**config.mk**
```make
export PLATFORM = sky130hd
export DESIGN_NAME = mtal_responder
export DESIGN_NICKNAME = d
export VERILOG_FILES = /design/src/rtl/mtal_pkg.sv /design/src/rtl/mtal_responder.sv
export SDC_FILE = /design/constraint.sdc
export NUM_CORES = 1
export LEC_CHECK = 0
export BUFFER_PORTS_ARGS = -buffer_cell sky130_fd_sc_hd__buf_2
export CAP_MARGIN = 15
export CORE_AREA = 2 2 239 123
export CTS_BUF_LIST = sky130_fd_sc_hd__clkbuf_16
export DETAILED_ROUTE_END_ITERATION = 10
export DIE_AREA = 0 0 241 125
export PLACE_DENSITY_LB_ADDON = 0.2
export SLEW_MARGIN = 10
export SYNTH_ARGS = -nofsm -noshare
export SYNTH_HDL_FRONTEND = slang
export SYNTH_SLANG_ARGS = --single-unit
```
**constraint.sdc**
```tcl
create_clock -name clk -period 4.9 [get_ports clk]
set_clock_uncertainty 0.05 [all_clocks]
set_input_delay 0.49 -clock clk [delete_from_list [all_inputs] [get_ports clk]]
set_output_delay 0.49 -clock clk [all_outputs]
set_load 0.02 [all_outputs]
```
**src/rtl/mtal_pkg.sv**
```systemverilog
/*
 * Constants for the access-log and error-response responder.
 * Assumes query fields arrive already decoded by the server front end.
 */
package mtal_pkg;

	// ------------------------------------------------------------
	// function codes handled here
	// ------------------------------------------------------------
	localparam logic [7:0] MTAL_FC_READ = 8'h03;
	localparam logic [7:0] MTAL_FC_WRITE1 = 8'h06;
	localparam logic [7:0] MTAL_FC_WRITEN = 8'h10;
	localparam logic [7:0] MTAL_FC_LOG = 8'h46;
	localparam logic [7:0] MTAL_FC_EXC_FLAG = 8'h80;

	// ------------------------------------------------------------
	// exception codes
	// ------------------------------------------------------------
	localparam logic [7:0] MTAL_EX_FUNC = 8'h01;
	localparam logic [7:0] MTAL_EX_ADDR = 8'h02;
	localparam logic [7:0] MTAL_EX_DATA = 8'h03;
	localparam logic [7:0] MTAL_EX_BUSY = 8'h06;

	// ------------------------------------------------------------
	// header constants and frame sizes
	// ------------------------------------------------------------
	localparam logic [15:0] MTAL_PROTO_ID = 16'h0000;
	localparam logic [7:0] MTAL_UNIT_ID = 8'hFF;
	localparam logic [15:0] MTAL_LOG_LEN = 16'h0006;
	localparam logic [15:0] MTAL_EXC_LEN = 16'h0003;
	localparam logic [3:0] MTAL_LOG_BYTES = 4'hC;
	localparam logic [3:0] MTAL_EXC_BYTES = 4'h9;
	localparam logic [15:0] MTAL_LOG_RESET = 16'h0000;
	localparam logic [23:0] MTAL_PAD = 24'h000000;

	// ------------------------------------------------------------
	// responder states
	// ------------------------------------------------------------
	typedef enum logic [1:0] {
		MTAL_IDLE = 2'b00,
		MTAL_SEND = 2'b01
	} mtal_state_t;

endpackage : mtal_pkg

```
**src/rtl/mtal_responder.sv**
```systemverilog
/*
 * Access-log reply and exception-response generator of a Modbus/TCP
 * slave, plus the per-register zero/discard gate for block access.
 * Assumes the front end presents one decoded query at a time with
 * its accessibility counts, and drains response bytes with tx_ready.
 */
// Overview of operation
// - H46 returns previous successful start and count
// - log entries only for H03, H06, H10
// - other previous codes log zero start, count
// - logged start is register number minus 40001
// - 16-bit count follows start in H46 reply
// - transaction identifier copied unchanged into response
// - nonzero protocol id gets no reply; send zero
// - length counts unit id through data end
// - bad function, address or data gets exception
// - exception function code is request plus H80
// - codes 01 function, 02 address, 03 data
// - busy slave answers exception code 06
// - range or mode is 03; missing register 02
// - H03/H10 no error while one register accessible
// - exception when no addressed register exists
// - missing register reads zero, writes discarded
`timescale 1ns/1ps

module mtal_responder
	import mtal_pkg::*;
(
	input wire logic clk,
	input wire logic resetn,
	input wire logic q_valid,
	output logic q_ready,
	input wire logic [15:0] q_tid,
	input wire logic [15:0] q_pid,
	input wire logic [7:0] q_unit,
	input wire logic [7:0] q_func,
	input wire logic [15:0] q_start,
	input wire logic [15:0] q_qty,
	input wire logic [15:0] q_exist_cnt,
	input wire logic [15:0] q_ok_cnt,
	input wire logic q_data_bad,
	input wire logic drive_busy,
	output logic fwd_valid,
	output logic tx_valid,
	input wire logic tx_ready,
	output logic [7:0] tx_data,
	output logic tx_last,
	output logic [15:0] log_start,
	output logic [15:0] log_count,
	input wire logic rd_req,
	input wire logic rd_exist,
	input wire logic [15:0] rd_word,
	output logic rd_valid,
	output logic [15:0] rd_data,
	input wire logic wr_req,
	input wire logic wr_exist,
	input wire logic [15:0] wr_word,
	output logic wr_en,
	output logic [15:0] wr_data
);

	// ------------------------------------------------------------
	// query classification
	// ------------------------------------------------------------
	mtal_state_t state_q;
	logic take;
	logic hdr_ok;
	logic is_reg;
	logic is_multi;
	logic unsup;
	logic addr_bad;
	logic data_bad;
	logic exc;
	logic [7:0] exc_code;
	logic [95:0] frame_q;
	logic [3:0] left_q;

	// a query is taken only while idle
	assign take = q_valid && q_ready;
	// foreign protocol id or unit id: silently dropped
	assign hdr_ok = (q_pid == MTAL_PROTO_ID) && (q_unit == MTAL_UNIT_ID);
	assign is_multi = (q_func == MTAL_FC_READ) || (q_func == MTAL_FC_WRITEN);
	assign is_reg = is_multi || (q_func == MTAL_FC_WRITE1);
	assign unsup = !is_reg && (q_func != MTAL_FC_LOG);
	// one accessible register is enough to avoid an error
	assign addr_bad = is_reg && ((q_exist_cnt == 16'h0000) ||
		(q_ok_cnt == 16'h0000));
	// zero quantity or out-of-range / mode data
	assign data_bad = is_reg && (q_data_bad ||
		(is_multi && (q_qty == 16'h0000)));
	assign exc = unsup || drive_busy || addr_bad || data_bad;

	// exception code priority: function, busy, address, data
	always_comb begin
		if (unsup) begin
			exc_code = MTAL_EX_FUNC;
		end else if (drive_busy) begin
			exc_code = MTAL_EX_BUSY;
		end else if (addr_bad) begin
			exc_code = MTAL_EX_ADDR;
		end else begin
			exc_code = MTAL_EX_DATA;
		end
	end

	// ------------------------------------------------------------
	// access log
	// ------------------------------------------------------------
	// updated on every answered query; the H46 reply loads old values
	always_ff @(posedge clk or negedge resetn) begin
		if (!resetn) begin
			log_start <= MTAL_LOG_RESET;
			log_count <= MTAL_LOG_RESET;
		end else if (take && hdr_ok) begin
			if (is_reg && !exc) begin
				log_start <= q_start;
				log_count <= q_ok_cnt;
			end else begin
				log_start <= MTAL_LOG_RESET;
				log_count <= MTAL_LOG_RESET;
			end
		end
	end

	// ------------------------------------------------------------
	// response state and serialiser
	// ------------------------------------------------------------
	// idle takes queries; send holds until the last byte leaves
	always_ff @(posedge clk or negedge resetn) begin
		if (!resetn) begin
			state_q <= MTAL_IDLE;
			q_ready <= 1'b0;
		end else begin
			case (state_q)
				MTAL_IDLE: begin
					q_ready <= 1'b1;
					if (take && hdr_ok && (exc || !is_reg)) begin
						state_q <= MTAL_SEND;
						q_ready <= 1'b0;
					end
				end
				MTAL_SEND: begin
					if (tx_valid && tx_ready && tx_last) begin
						state_q <= MTAL_IDLE;
						q_ready <= 1'b1;
					end
				end
				default: begin
					state_q <= MTAL_IDLE;
					q_ready <= 1'b0;
				end
			endcase
		end
	end

	// frame built whole, shifted out high byte first
	always_ff @(posedge clk or negedge resetn) begin
		if (!resetn) begin
			frame_q <= 96'h0;
			left_q <= 4'h0;
			tx_valid <= 1'b0;
			tx_last <= 1'b0;
		end else if (state_q == MTAL_IDLE) begin
			if (take && hdr_ok && exc) begin
				frame_q <= {q_tid, MTAL_PROTO_ID, MTAL_EXC_LEN,
					MTAL_UNIT_ID, q_func | MTAL_FC_EXC_FLAG,
					exc_code, MTAL_PAD};
				left_q <= MTAL_EXC_BYTES;
				tx_valid <= 1'b1;
				tx_last <= 1'b0;
			end else if (take && hdr_ok && !is_reg) begin
				frame_q <= {q_tid, MTAL_PROTO_ID, MTAL_LOG_LEN,
					MTAL_UNIT_ID, MTAL_FC_LOG, log_start,
					log_count};
				left_q <= MTAL_LOG_BYTES;
				tx_valid <= 1'b1;
				tx_last <= 1'b0;
			end
		end else if (tx_valid && tx_ready) begin
			frame_q <= {frame_q[87:0], 8'h00};
			left_q <= left_q - 4'h1;
			tx_valid <= !tx_last;
			tx_last <= (left_q == 4'h2);
		end
	end

	assign tx_data = frame_q[95:88];

	// normal register queries are answered by the register functions
	always_ff @(posedge clk or negedge resetn) begin
		if (!resetn) begin
			fwd_valid <= 1'b0;
		end else begin
			fwd_valid <= take && hdr_ok && is_reg && !exc;
		end
	end

	// ------------------------------------------------------------
	// per-register gate inside a block access
	// ------------------------------------------------------------
	// missing registers read as zero and swallow written data
	always_ff @(posedge clk or negedge resetn) begin
		if (!resetn) begin
			rd_valid <= 1'b0;
			rd_data <= 16'h0000;
			wr_en <= 1'b0;
			wr_data <= 16'h0000;
		end else begin
			rd_valid <= rd_req;
			rd_data <= rd_exist ? rd_word : 16'h0000;
			wr_en <= wr_req && wr_exist;
			wr_data <= wr_word;
		end
	end

	// transaction id of the query being answered
	logic [15:0] tid_seen_q;
	always_ff @(posedge clk or negedge resetn) begin
		if (!resetn) begin
			tid_seen_q <= 16'h0000;
		end else if (take) begin
			tid_seen_q <= q_tid;
		end
	end
endmodule : mtal_responder

```
==> flow_summary.json, run 1 <==
{
  "finalSetupViolCount": 0,
  "viasPerCell": 4.555,
  "yosysTopAreaCell": "dfrtp_1",
  "synth-simple-area-share_pct": 18.54,
  "ir_worst_vdd_v": 0.0002455,
  "hp-class": "in -> async",
  "grt_usage_pct": 15.28,
  "ys_ff_latch": 171,
  "grt_pass1_wl_um": 34680,
  "crit_buf_inv": 2,
  "cpPeakStageDelay_ps": 720,
  "power_density_mw_per_mm2": 312.7,
  "drcViolationCount": 0,
  "instances_no_fill": 1284,
  "drt_iter0_drc": 469,
  "clock-root-buffer": "clkbuf_16",
  "synth_compound_area_share_pct": 11.31,
  "num_rows": 44,
  "cts.sinks": 171,
  "routedWlPerCell_um": 17.40,
  "start_util_pct": 25.37,
  "post-place-ws_ps": 1485,
  "htreeDepth": 4,
  "yosysWarningCount": 0,
  "cp_max_fo": 38,
  "status": "complete, no violations",
  "layout_min_cycle_time_ps": 2965,
  "cts.reportedPaths.clkPinSlew_ps": 70,
  "nNetsFinal": 1034,
  "grt_max_degree": 101,
  "avgSynthCellArea_um2": 10.80,
  "period_share_pct": 60.51,
  "critPathKind": "in -> reg",
  "finalWorstSetupSlack_ps": 1935,
  "syn_inst": 665,
  "io_pins": 232,
  "core_mm2": 0.02830,
  "leakage_nw": 4.914,
  "tightest_slew_ps": 867.5,
  "rsz0062_at_grt": "false",
  "dr.pass1.iters": 4,
  "grt-ovfl-total": 0,
  "synthFlopType": "dfrtp_1",
  "cts_setup_buffers": 0,
  "required_ps": 5170,
  "p_int_w": 0.002201,
  "syn_to_final_growth_pct": 29.64,
  "cts_resized": 0,
  "synth_edf_count": 0,
  "synth_top_family_by_area": "simple AND/OR/NAND/NOR gates",
  "synth-xor-area-share_pct": 0.2440,
  "reg2reg_from": "q_ready",
  "gp_congestion": 0.7264,
  "cts_hold_buf": 0,
  "antenna_found_initial": 1,
  "finalSetupTns_ps": 0,
  "routed_wl_um": 22350,
  "cp-start-kind": "primary input",
  "cp_cell_sequence": "buf_2 -> nor4_1 -> nand4_1 -> o21bai_4 -> o41ai_4 -> and2_2 -> buf_12 -> a221o_1",
  "numCtsBuffers": 17,
  "synthDistinctLibCells": 53,
  "clockBufferDepth": 2,
  "power_frac_clock_pct": 45.6,
  "cap_violations": 0,
  "combPwrFrac_pct": 5.4,
  "grt_pass1_vias": 5710,
  "synth_top_area_share_pct": 59.60,
  "p_switching_w": 0.0007092,
  "cts_tree": "done",
  "finalHoldViolations": 0,
  "synthAdderAreaFrac_pct": 0.3486,
  "drive_gt1_share_pct": 34.12,
  "dr_total_vias": 5848,
  "die_y_um": 125,
  "slew_violations": 0,
  "ant_nets": 0,
  "cp_slowest_cell": "nor4_1",
  "p_total_w": 0.002911,
  "fill_cells": 2983,
  "synth_area_mm2": 0.007179,
  "clk_latency_ps": 440,
  "startpoint": "q_qty[0]",
  "die_area_mm2": 0.03013,
  "swShare_pct": 24.37,
  "whs_ps": 56.26,
  "netlist_top_cells_area": "dfrtp_1 60%, nand3_1 4.7%, nand2_1 4.2%, mux2_2 3.3%, a221o_1 2.8%",
  "place_inst": 1250,
  "power.share.sequential_pct": 49.1,
  "arrival_ps": 3230,
  "cp_top_family": "simple AND/OR/NAND/NOR gates",
  "dp_hpwl_um": 15660,
  "synth-seq-area-share_pct": 59.60,
  "fmax_mhz": 337.3,
  "synthMuxAreaShare_pct": 4.688,
  "ys_async_sr_fraction_pct": 100.0,
  "syn_nets": 821,
  "end_kind": "register",
  "maxSlewHeadroom_pct": 42.17,
  "die_width_um": 241,
  "port_buffers": 231
}
-- through the flow --
step / util (%) / instance area, um^2
after floorplan: - / 7179
after global placement: 30.89 / 8740
after detailed placement: 30.89 / 8740
after CTS: 32.88 / 9303
after global routing: 32.88 / 9303
final: 32.89 / 9308
-- Yosys cell counts (2+ instances only) --
cell      number
nor4_1        14
xnor2_1        2
buf_4          8
dfrtp_1      171
nand2_1       80
mux2_2        21
o31ai_1        2
ha_1           2
nor3b_1        2
inv_1         32
o22ai_1        3
nand3_1       67
or3_1          4
o21ai_0       32
a21o_1        15
buf_6          2
mux2i_1       10
a2111o_1       2
a21oi_1       10
a221o_1       20
nand4_1        5
and2_1        20
nor3_1        27
buf_2          8
a211oi_1       2
a32oi_1        2
and3_1        22
buf_1          2
nor2_1        11
or4_1          3
nand2b_1       2
clkbuf_1      33
a22o_1         9
-- power by group through the flow --
stage                     clock network, W  registers, W   logic, W
after floorplan                          0       0.00148  0.0000206
after global placement                   0       0.00145   0.000159
after detailed placement                 0       0.00145   0.000160
after CTS                          0.00137       0.00143   0.000160
after global routing               0.00143       0.00143   0.000175
final                              0.00133       0.00143   0.000156
-- cells in the final DEF (no fill, tap or decap), types with 3 or more instances in the layout --
cell type	count
dfrtp_1	170
nor2_1	11
nand3_1	66
or3_1	4
or4_1	3
o21ai_0	32
nand4_1	5
a22o_1	9
buf_2	230
nor4_1	14
clkbuf_16	17
clkinv_4	3
and3_1	22
nand2_1	80
mux2_2	21
o22ai_1	3
inv_6	4
inv_1	33
and2_1	19
a21oi_1	10
a21o_1	15
a221o_1	20
buf_4	15
nor3_1	27
mux2i_1	10
-- metal layers --
layer | vias to the layer above | GRT usage, % | share of wire, %
li1 | 2789 | - | -
met1 | 2881 | 23.76 | 51
met2 | 174 | 20.57 | 42
met3 | 4 | 4.085 | 6.6
met4 | 0 | 3.922 | 0.24
met5 | - | 0 | 0
-- sequential cells by signal (all words and copies together), names as in the netlist, 4 cells and up --
| register | count |
|---|---|
| wr_data | 16 |
| left_q | 4 |
| log_count | 16 |
| frame_q | 96 |
| log_start | 16 |
| rd_data | 16 |
-- worst paths after layout --
| path | end | depth (start not counted) | slack [ps] |
|---|---|---|---|
| min in group clk | wr_data[3] | 1 | 110 |
| worst max register to register | frame_q[30] | 7 | 2010 |
| worst min register to register | frame_q[73] | 1 | 420 |
| worst max-delay path | frame_q[30] | 8 | 1940 |
| max in group asynchronous | frame_q[26] | 2 | 3630 |
| worst min-delay path | frame_q[90] | 1 | 60 |
-- logic make-up after synthesis --
kind of cell,Yosys count
and+or+nand+nor,264
muxes,31
xor gates and xnor gates,2
adders and majority gates,2
AOI/OAI and AO/OA,109
DFF,171
buffers and inverters,86
-- cell type report --
class / count / area, um^2 / area share [%]
Inverter: 33 / 123.9 / 1.331
Clock buffer: 17 / 425.4 / 4.571
Timing Repair Buffer: 247 / 1297 / 13.94
Antenna cell: 2 / 5.005 / 0.05377
Clock inverter: 15 / 137.6 / 1.479
Tap cell: 391 / 489.2 / 5.256
Multi-Input combinational cell: 408 / 2549 / 27.38
Sequential cell: 171 / 4280 / 45.99
(Power assumes the default switching activity.)
==> inputs of run 2 (changes only) <==
==> constraint.sdc (replaced) <==
create_clock -name clk -period 3.1 [get_ports clk]
set_clock_uncertainty 0.05 [all_clocks]
set_input_delay 0.31 -clock clk [delete_from_list [all_inputs] [get_ports clk]]
set_output_delay 0.31 -clock clk [all_outputs]
set_load 0.02 [all_outputs]
==> run 2 against run 1 <==
Compared with the run above: setup slack got worse by 1200 ps; final cell count increased by 2.0%; total power is 68% higher.
==> flow_summary.json, run 2 (synthesis results as in run 1) <==
{
  "status": "complete, no violations",
  "grt_max_degree": 76,
  "syn_to_final_growth_pct": 35.15,
  "required_ps": 3370,
  "ir_worst_vdd_v": 0.0003761,
  "top_register": "frame_q",
  "finalHoldViolations": 0,
  "tightest_slew_ps": 907.7,
  "clock-root-buffer": "clkbuf_16",
  "finish.utilization_pct": 34.29,
  "ant_nets": 0,
  "routed_wl_um": 22710,
  "grt_usage_pct": 15.48,
  "cts_resized": 0,
  "cts.sinks": 171,
  "critPathKind": "reg -> reg",
  "cp-start-kind": "register",
  "end_kind": "register",
  "place_inst": 1260,
  "grt-ovfl-total": 0,
  "power_density_mw_per_mm2": 504.5,
  "final_common_cell": "buf_2",
  "drcViolationCount": 0,
  "final_cell_mix": "230 x buf_2, 170 x dfrtp_1, 80 x nand2_1",
  "numCtsBuffers": 17,
  "rr_worst_depth": 7,
  "slew_violations": 0,
  "hold_path_startpoint": "wr_exist",
  "dr_total_vias": 5969,
  "grt_pass1_vias": 6014,
  "finalSetupViolCount": 0,
  "cap_violations": 0,
  "largest_reg_flops": 96,
  "instances_no_fill": 1310,
  "dp_hpwl_um": 16110,
  "hold_depth": 2,
  "period_share_pct": 76.79,
  "cp_max_fo": 37,
  "num_rows": 44,
  "finalSetupTns_ps": 0,
  "die_area_mm2": 0.03013,
  "drt_iter0_drc": 375,
  "maxSlewHeadroom_pct": 39.48,
  "io_pins": 232,
  "drive_gt1_share_pct": 34.31,
  "layout_min_cycle_time_ps": 2380,
  "nNetsFinal": 1062,
  "htreeDepth": 4,
  "clockBufferDepth": 2,
  "die_width_um": 241,
  "reg2reg_from": "q_ready",
  "viasPerCell": 4.556,
  "rsz0062_at_grt": "false",
  "routedWlPerCell_um": 17.33,
  "port_buffers": 231,
  "grt_pass1_wl_um": 35400,
  "cts.reportedPaths.clkPinSlew_ps": 70,
  "gp_congestion": 0.7795,
  "fmax_mhz": 420.1,
  "finalWorstSetupSlack_ps": 719.6,
  "whs_ps": 30.53,
  "leakage_nw": 5.092,
  "die_y_um": 125,
  "clk_latency_ps": 430,
  "hp-class": "in -> reg",
  "start_util_pct": 25.37,
  "rrSetupSlack_ps": 720,
  "reg2reg_to": "frame_q[30]",
  "core_mm2": 0.02830,
  "dr.pass1.iters": 4,
  "holdPathEnd": "wr_en",
  "cts_tree": "done",
  "post-place-ws_ps": 335.9,
  "arrival_ps": 2650,
  "antenna_found_initial": 1
}
## run 2: cell type report
type	instances	area (um^2)
inverter	33	123.9
clock inverter	14	217.7
fill	2923	18590
timing repair buffer	275	1615
multi-input combinational	408	2549
antenna	1	2.502
sequential	171	4280
clock buffer	17	425.4
tap	391	489.2
## run 2: critical path, stage by stage (launching register included)
cell and delay [ps]:
dfrtp_1 420, and4b_1 200, and4_1 320, and3_1 300, o41ai_4 130, and2_2 290
buf_12 200, a221o_1 350
## run 2: metal layers
| metal | wire length [um] | track usage (%) | vias up |
|---|---|---|---|
| met4 | 129 | 3.268 | 0 |
| li1 | - | - | 2838 |
| met2 | 9491 | 21.72 | 149 |
| met5 | 0 | 0 | - |
| met3 | 1200 | 3.930 | 12 |
| met1 | 11890 | 23.75 | 2970 |
## run 2: what timing repair did
item,CTS,global route
hold buffers,18,0
buffers inserted,0,0
hold endpoints to repair,90,0
setup endpoints to repair,0,0
## run 2: worst max path at each step
stage,startpoint,endpoint,slack [ps],cells after the start
after floorplan,q_func[2],frame_q[14],690,8
after global placement,q_qty[4],frame_q[21],340,9
after detailed placement,q_func[2],frame_q[30],340,8
after CTS,q_ready,frame_q[30],660,7
after global routing,q_ready,frame_q[21],550,7
final,q_ready,frame_q[30],720,7
## run 2: report_power, final
group / switching [W] / total [W] / internal (W)
clock: 0.000934 / 0.00237 / 0.00143
combinational: 0.000144 / 0.000271 / 0.000126
sequential: 0.00000464 / 0.00226 / 0.00225
## run 2: metrics by stage
step / cell area [um^2] / power (W)
6_report: 9703 / 0.004895
5_1_grt: 9701 / 0.005097
4_1_cts: 9701 / 0.004967
3_5_place_dp: 8877 / 0.002559
3_3_place_gp: 8877 / 0.002558
2_1_floorplan: 7179 / 0.002364
==> inputs of run 3 (changes only) <==
==> constraint.sdc (replaced) <==
create_clock -name clk -period 2.1 [get_ports clk]
set_clock_uncertainty 0.05 [all_clocks]
set_input_delay 0.21 -clock clk [delete_from_list [all_inputs] [get_ports clk]]
set_output_delay 0.21 -clock clk [all_outputs]
set_load 0.02 [all_outputs]
==> run 3 against run 2 <==
Compared with the run above: sequential share of layout area down 3.6 points; largest power group is now registers; critical endpoint is now frame_q[83]; utilization up 3.1 points; clock power grew 33%; hold slack worse by 28 ps; die area did not move; cell area grew 8.9%; routed wire length rose by 4.6%; via count rose by 4.4%; critical path type unchanged; final cell count grew 6.3%; fmax up 15%; total power increased by 43%; global-route usage is 0.34 points higher.
==> flow_summary.json, run 3 (synthesis results as in run 1) <==
{
  "status": "complete, no violations",
  "syn_to_final_growth_pct": 47.25,
  "grt_max_degree": 69,
  "viasPerCell": 4.476,
  "antenna_found_initial": 1,
  "place_inst": 1296,
  "swShare_pct": 23.46,
  "power_frac_clock_pct": 45.1,
  "arrival_ps": 2350,
  "die_area_mm2": 0.03013,
  "power.share.sequential_pct": 47.7,
  "final_common_cell": "buf_2",
  "hp-class": "in -> reg",
  "tightest_slew_ps": 621.6,
  "start_util_pct": 25.37,
  "maxSlewHeadroom_pct": 58.56,
  "combPwrFrac_pct": 7.2,
  "die_y_um": 125,
  "grt-ovfl-total": 0,
  "dr_total_vias": 6230,
  "ir_worst_vdd_v": 0.0005386,
  "port_buffers": 231,
  "p_switching_w": 0.001639,
  "htreeDepth": 4,
  "clockBufferDepth": 2,
  "finish.utilization_pct": 37.36,
  "numCtsBuffers": 17,
  "grt_usage_pct": 15.82,
  "num_rows": 44,
  "layout_min_cycle_time_ps": 2075,
  "rrSetupSlack_ps": 20,
  "rsz0062_at_grt": "true",
  "clock-root-buffer": "clkbuf_16",
  "nNetsFinal": 1144,
  "core_mm2": 0.02830,
  "routedWlPerCell_um": 17.06,
  "finalSetupTns_ps": 0,
  "die_width_um": 241,
  "post-place-ws_ps": -535.1,
  "ant_nets": 0,
  "cp_max_fo": 5,
  "dr.pass1.iters": 4,
  "drcViolationCount": 0,
  "cts.reportedPaths.clkPinSlew_ps": 70,
  "finalHoldViolations": 0,
  "diodes": 0,
  "largest_reg_flops": 96,
  "cap_violations": 0,
  "period_share_pct": 98.83,
  "final_cell_area_mm2": 0.01057,
  "leakage_nw": 5.495,
  "fmax_mhz": 481.8,
  "grt_pass1_vias": 6220,
  "dp_hpwl_um": 16380,
  "gp_congestion": 0.8098,
  "clk_latency_ps": 440,
  "p_int_w": 0.005346,
  "power_density_mw_per_mm2": 660.8,
  "end_kind": "register",
  "instances_no_fill": 1392,
  "cts.sinks": 171,
  "grt_pass1_wl_um": 36170,
  "finalWorstSetupSlack_ps": 24.58,
  "required_ps": 2380,
  "final_cell_mix": "229 x buf_2, 170 x dfrtp_1, 79 x nand2_1",
  "drive_gt1_share_pct": 36.06,
  "top_register": "frame_q",
  "drt_iter0_drc": 456,
  "critPathKind": "reg -> reg",
  "io_pins": 232,
  "slew_violations": 0,
  "cts_tree": "done",
  "finalSetupViolCount": 0,
  "cp-start-kind": "register",
  "placed_cell_area_mm2": 0.009285,
  "routed_wl_um": 23750
}
run 3: metal layers:
metal / up-vias / global-route usage, % / routed length [um] / share of wire, %
met1: 3052 / 24.26 / 12480 / 53
met5: - / 0 / 0 / 0
met3: 11 / 4.350 / 1256 / 5.3
met4: 0 / 3.377 / 148 / 0.62
met2: 160 / 21.94 / 9865 / 42
li1: 3007 / - / - / -
run 3: power groups by stage:
stage	Sequential (W)	Clock, W	Combinational [W]
finish	0.00333	0.00315	0.000502
floorplan	0.00344	0	0.0000504
CTS	0.00333	0.00324	0.000508
global placement	0.00339	0	0.000417
detailed placement	0.00340	0	0.000419
global route	0.00333	0.00340	0.000551
run 3: worst max-delay path: stages (launching register included):
cell and delay, ps:
dfrtp_1 400, and4b_1 210, and4_4 250, and3_4 230, o41ai_4 110, nand2_2 210, clkbuf_16 210, mux2_4 290
run 3: final timing paths:
path / start / depth (start not counted) / to
max: q_ready / 7 / frame_q[83]
min: q_tid[9] / 3 / frame_q[89]
max in group asynchronous: resetn / 3 / log_count[11]
max reg2reg: q_ready / 7 / frame_q[83]
min reg2reg: frame_q[71] / 2 / frame_q[79]
min in group asynchronous: resetn / 2 / frame_q[37]
run 3: stage by stage:
| step | total power [W] | hold slack (ps) |
|---|---|---|
| after floorplan | 0.003493 | -135.6 |
| after global placement | 0.003811 | 233.7 |
| after detailed placement | 0.003814 | 231.5 |
| after CTS | 0.007082 | 1.498 |
| after global routing | 0.007281 | 30.48 |
| final | 0.006985 | 3.012 |
run 3: area by class of cell:
cell class | count | area [um^2]
clock buffer | 17 | 425.4
clock inverter | 15 | 147.6
fill | 2854 | 17730
inverter | 33 | 123.9
multi-input combinational | 409 | 2644
sequential | 171 | 4280
tap | 391 | 489.2
timing repair buffer | 356 | 2461
run 3: repair_timing:
item / 4_1_cts / 5_1_grt
hold buffers: 60 / 0
hold endpoints to repair: 122 / 0
resized for setup: 5 / 16
endpoints found under the setup margin: 80 / 36
cloned: 1 / 2
pin swaps: 1 / 6
buffers inserted: 0 / 1
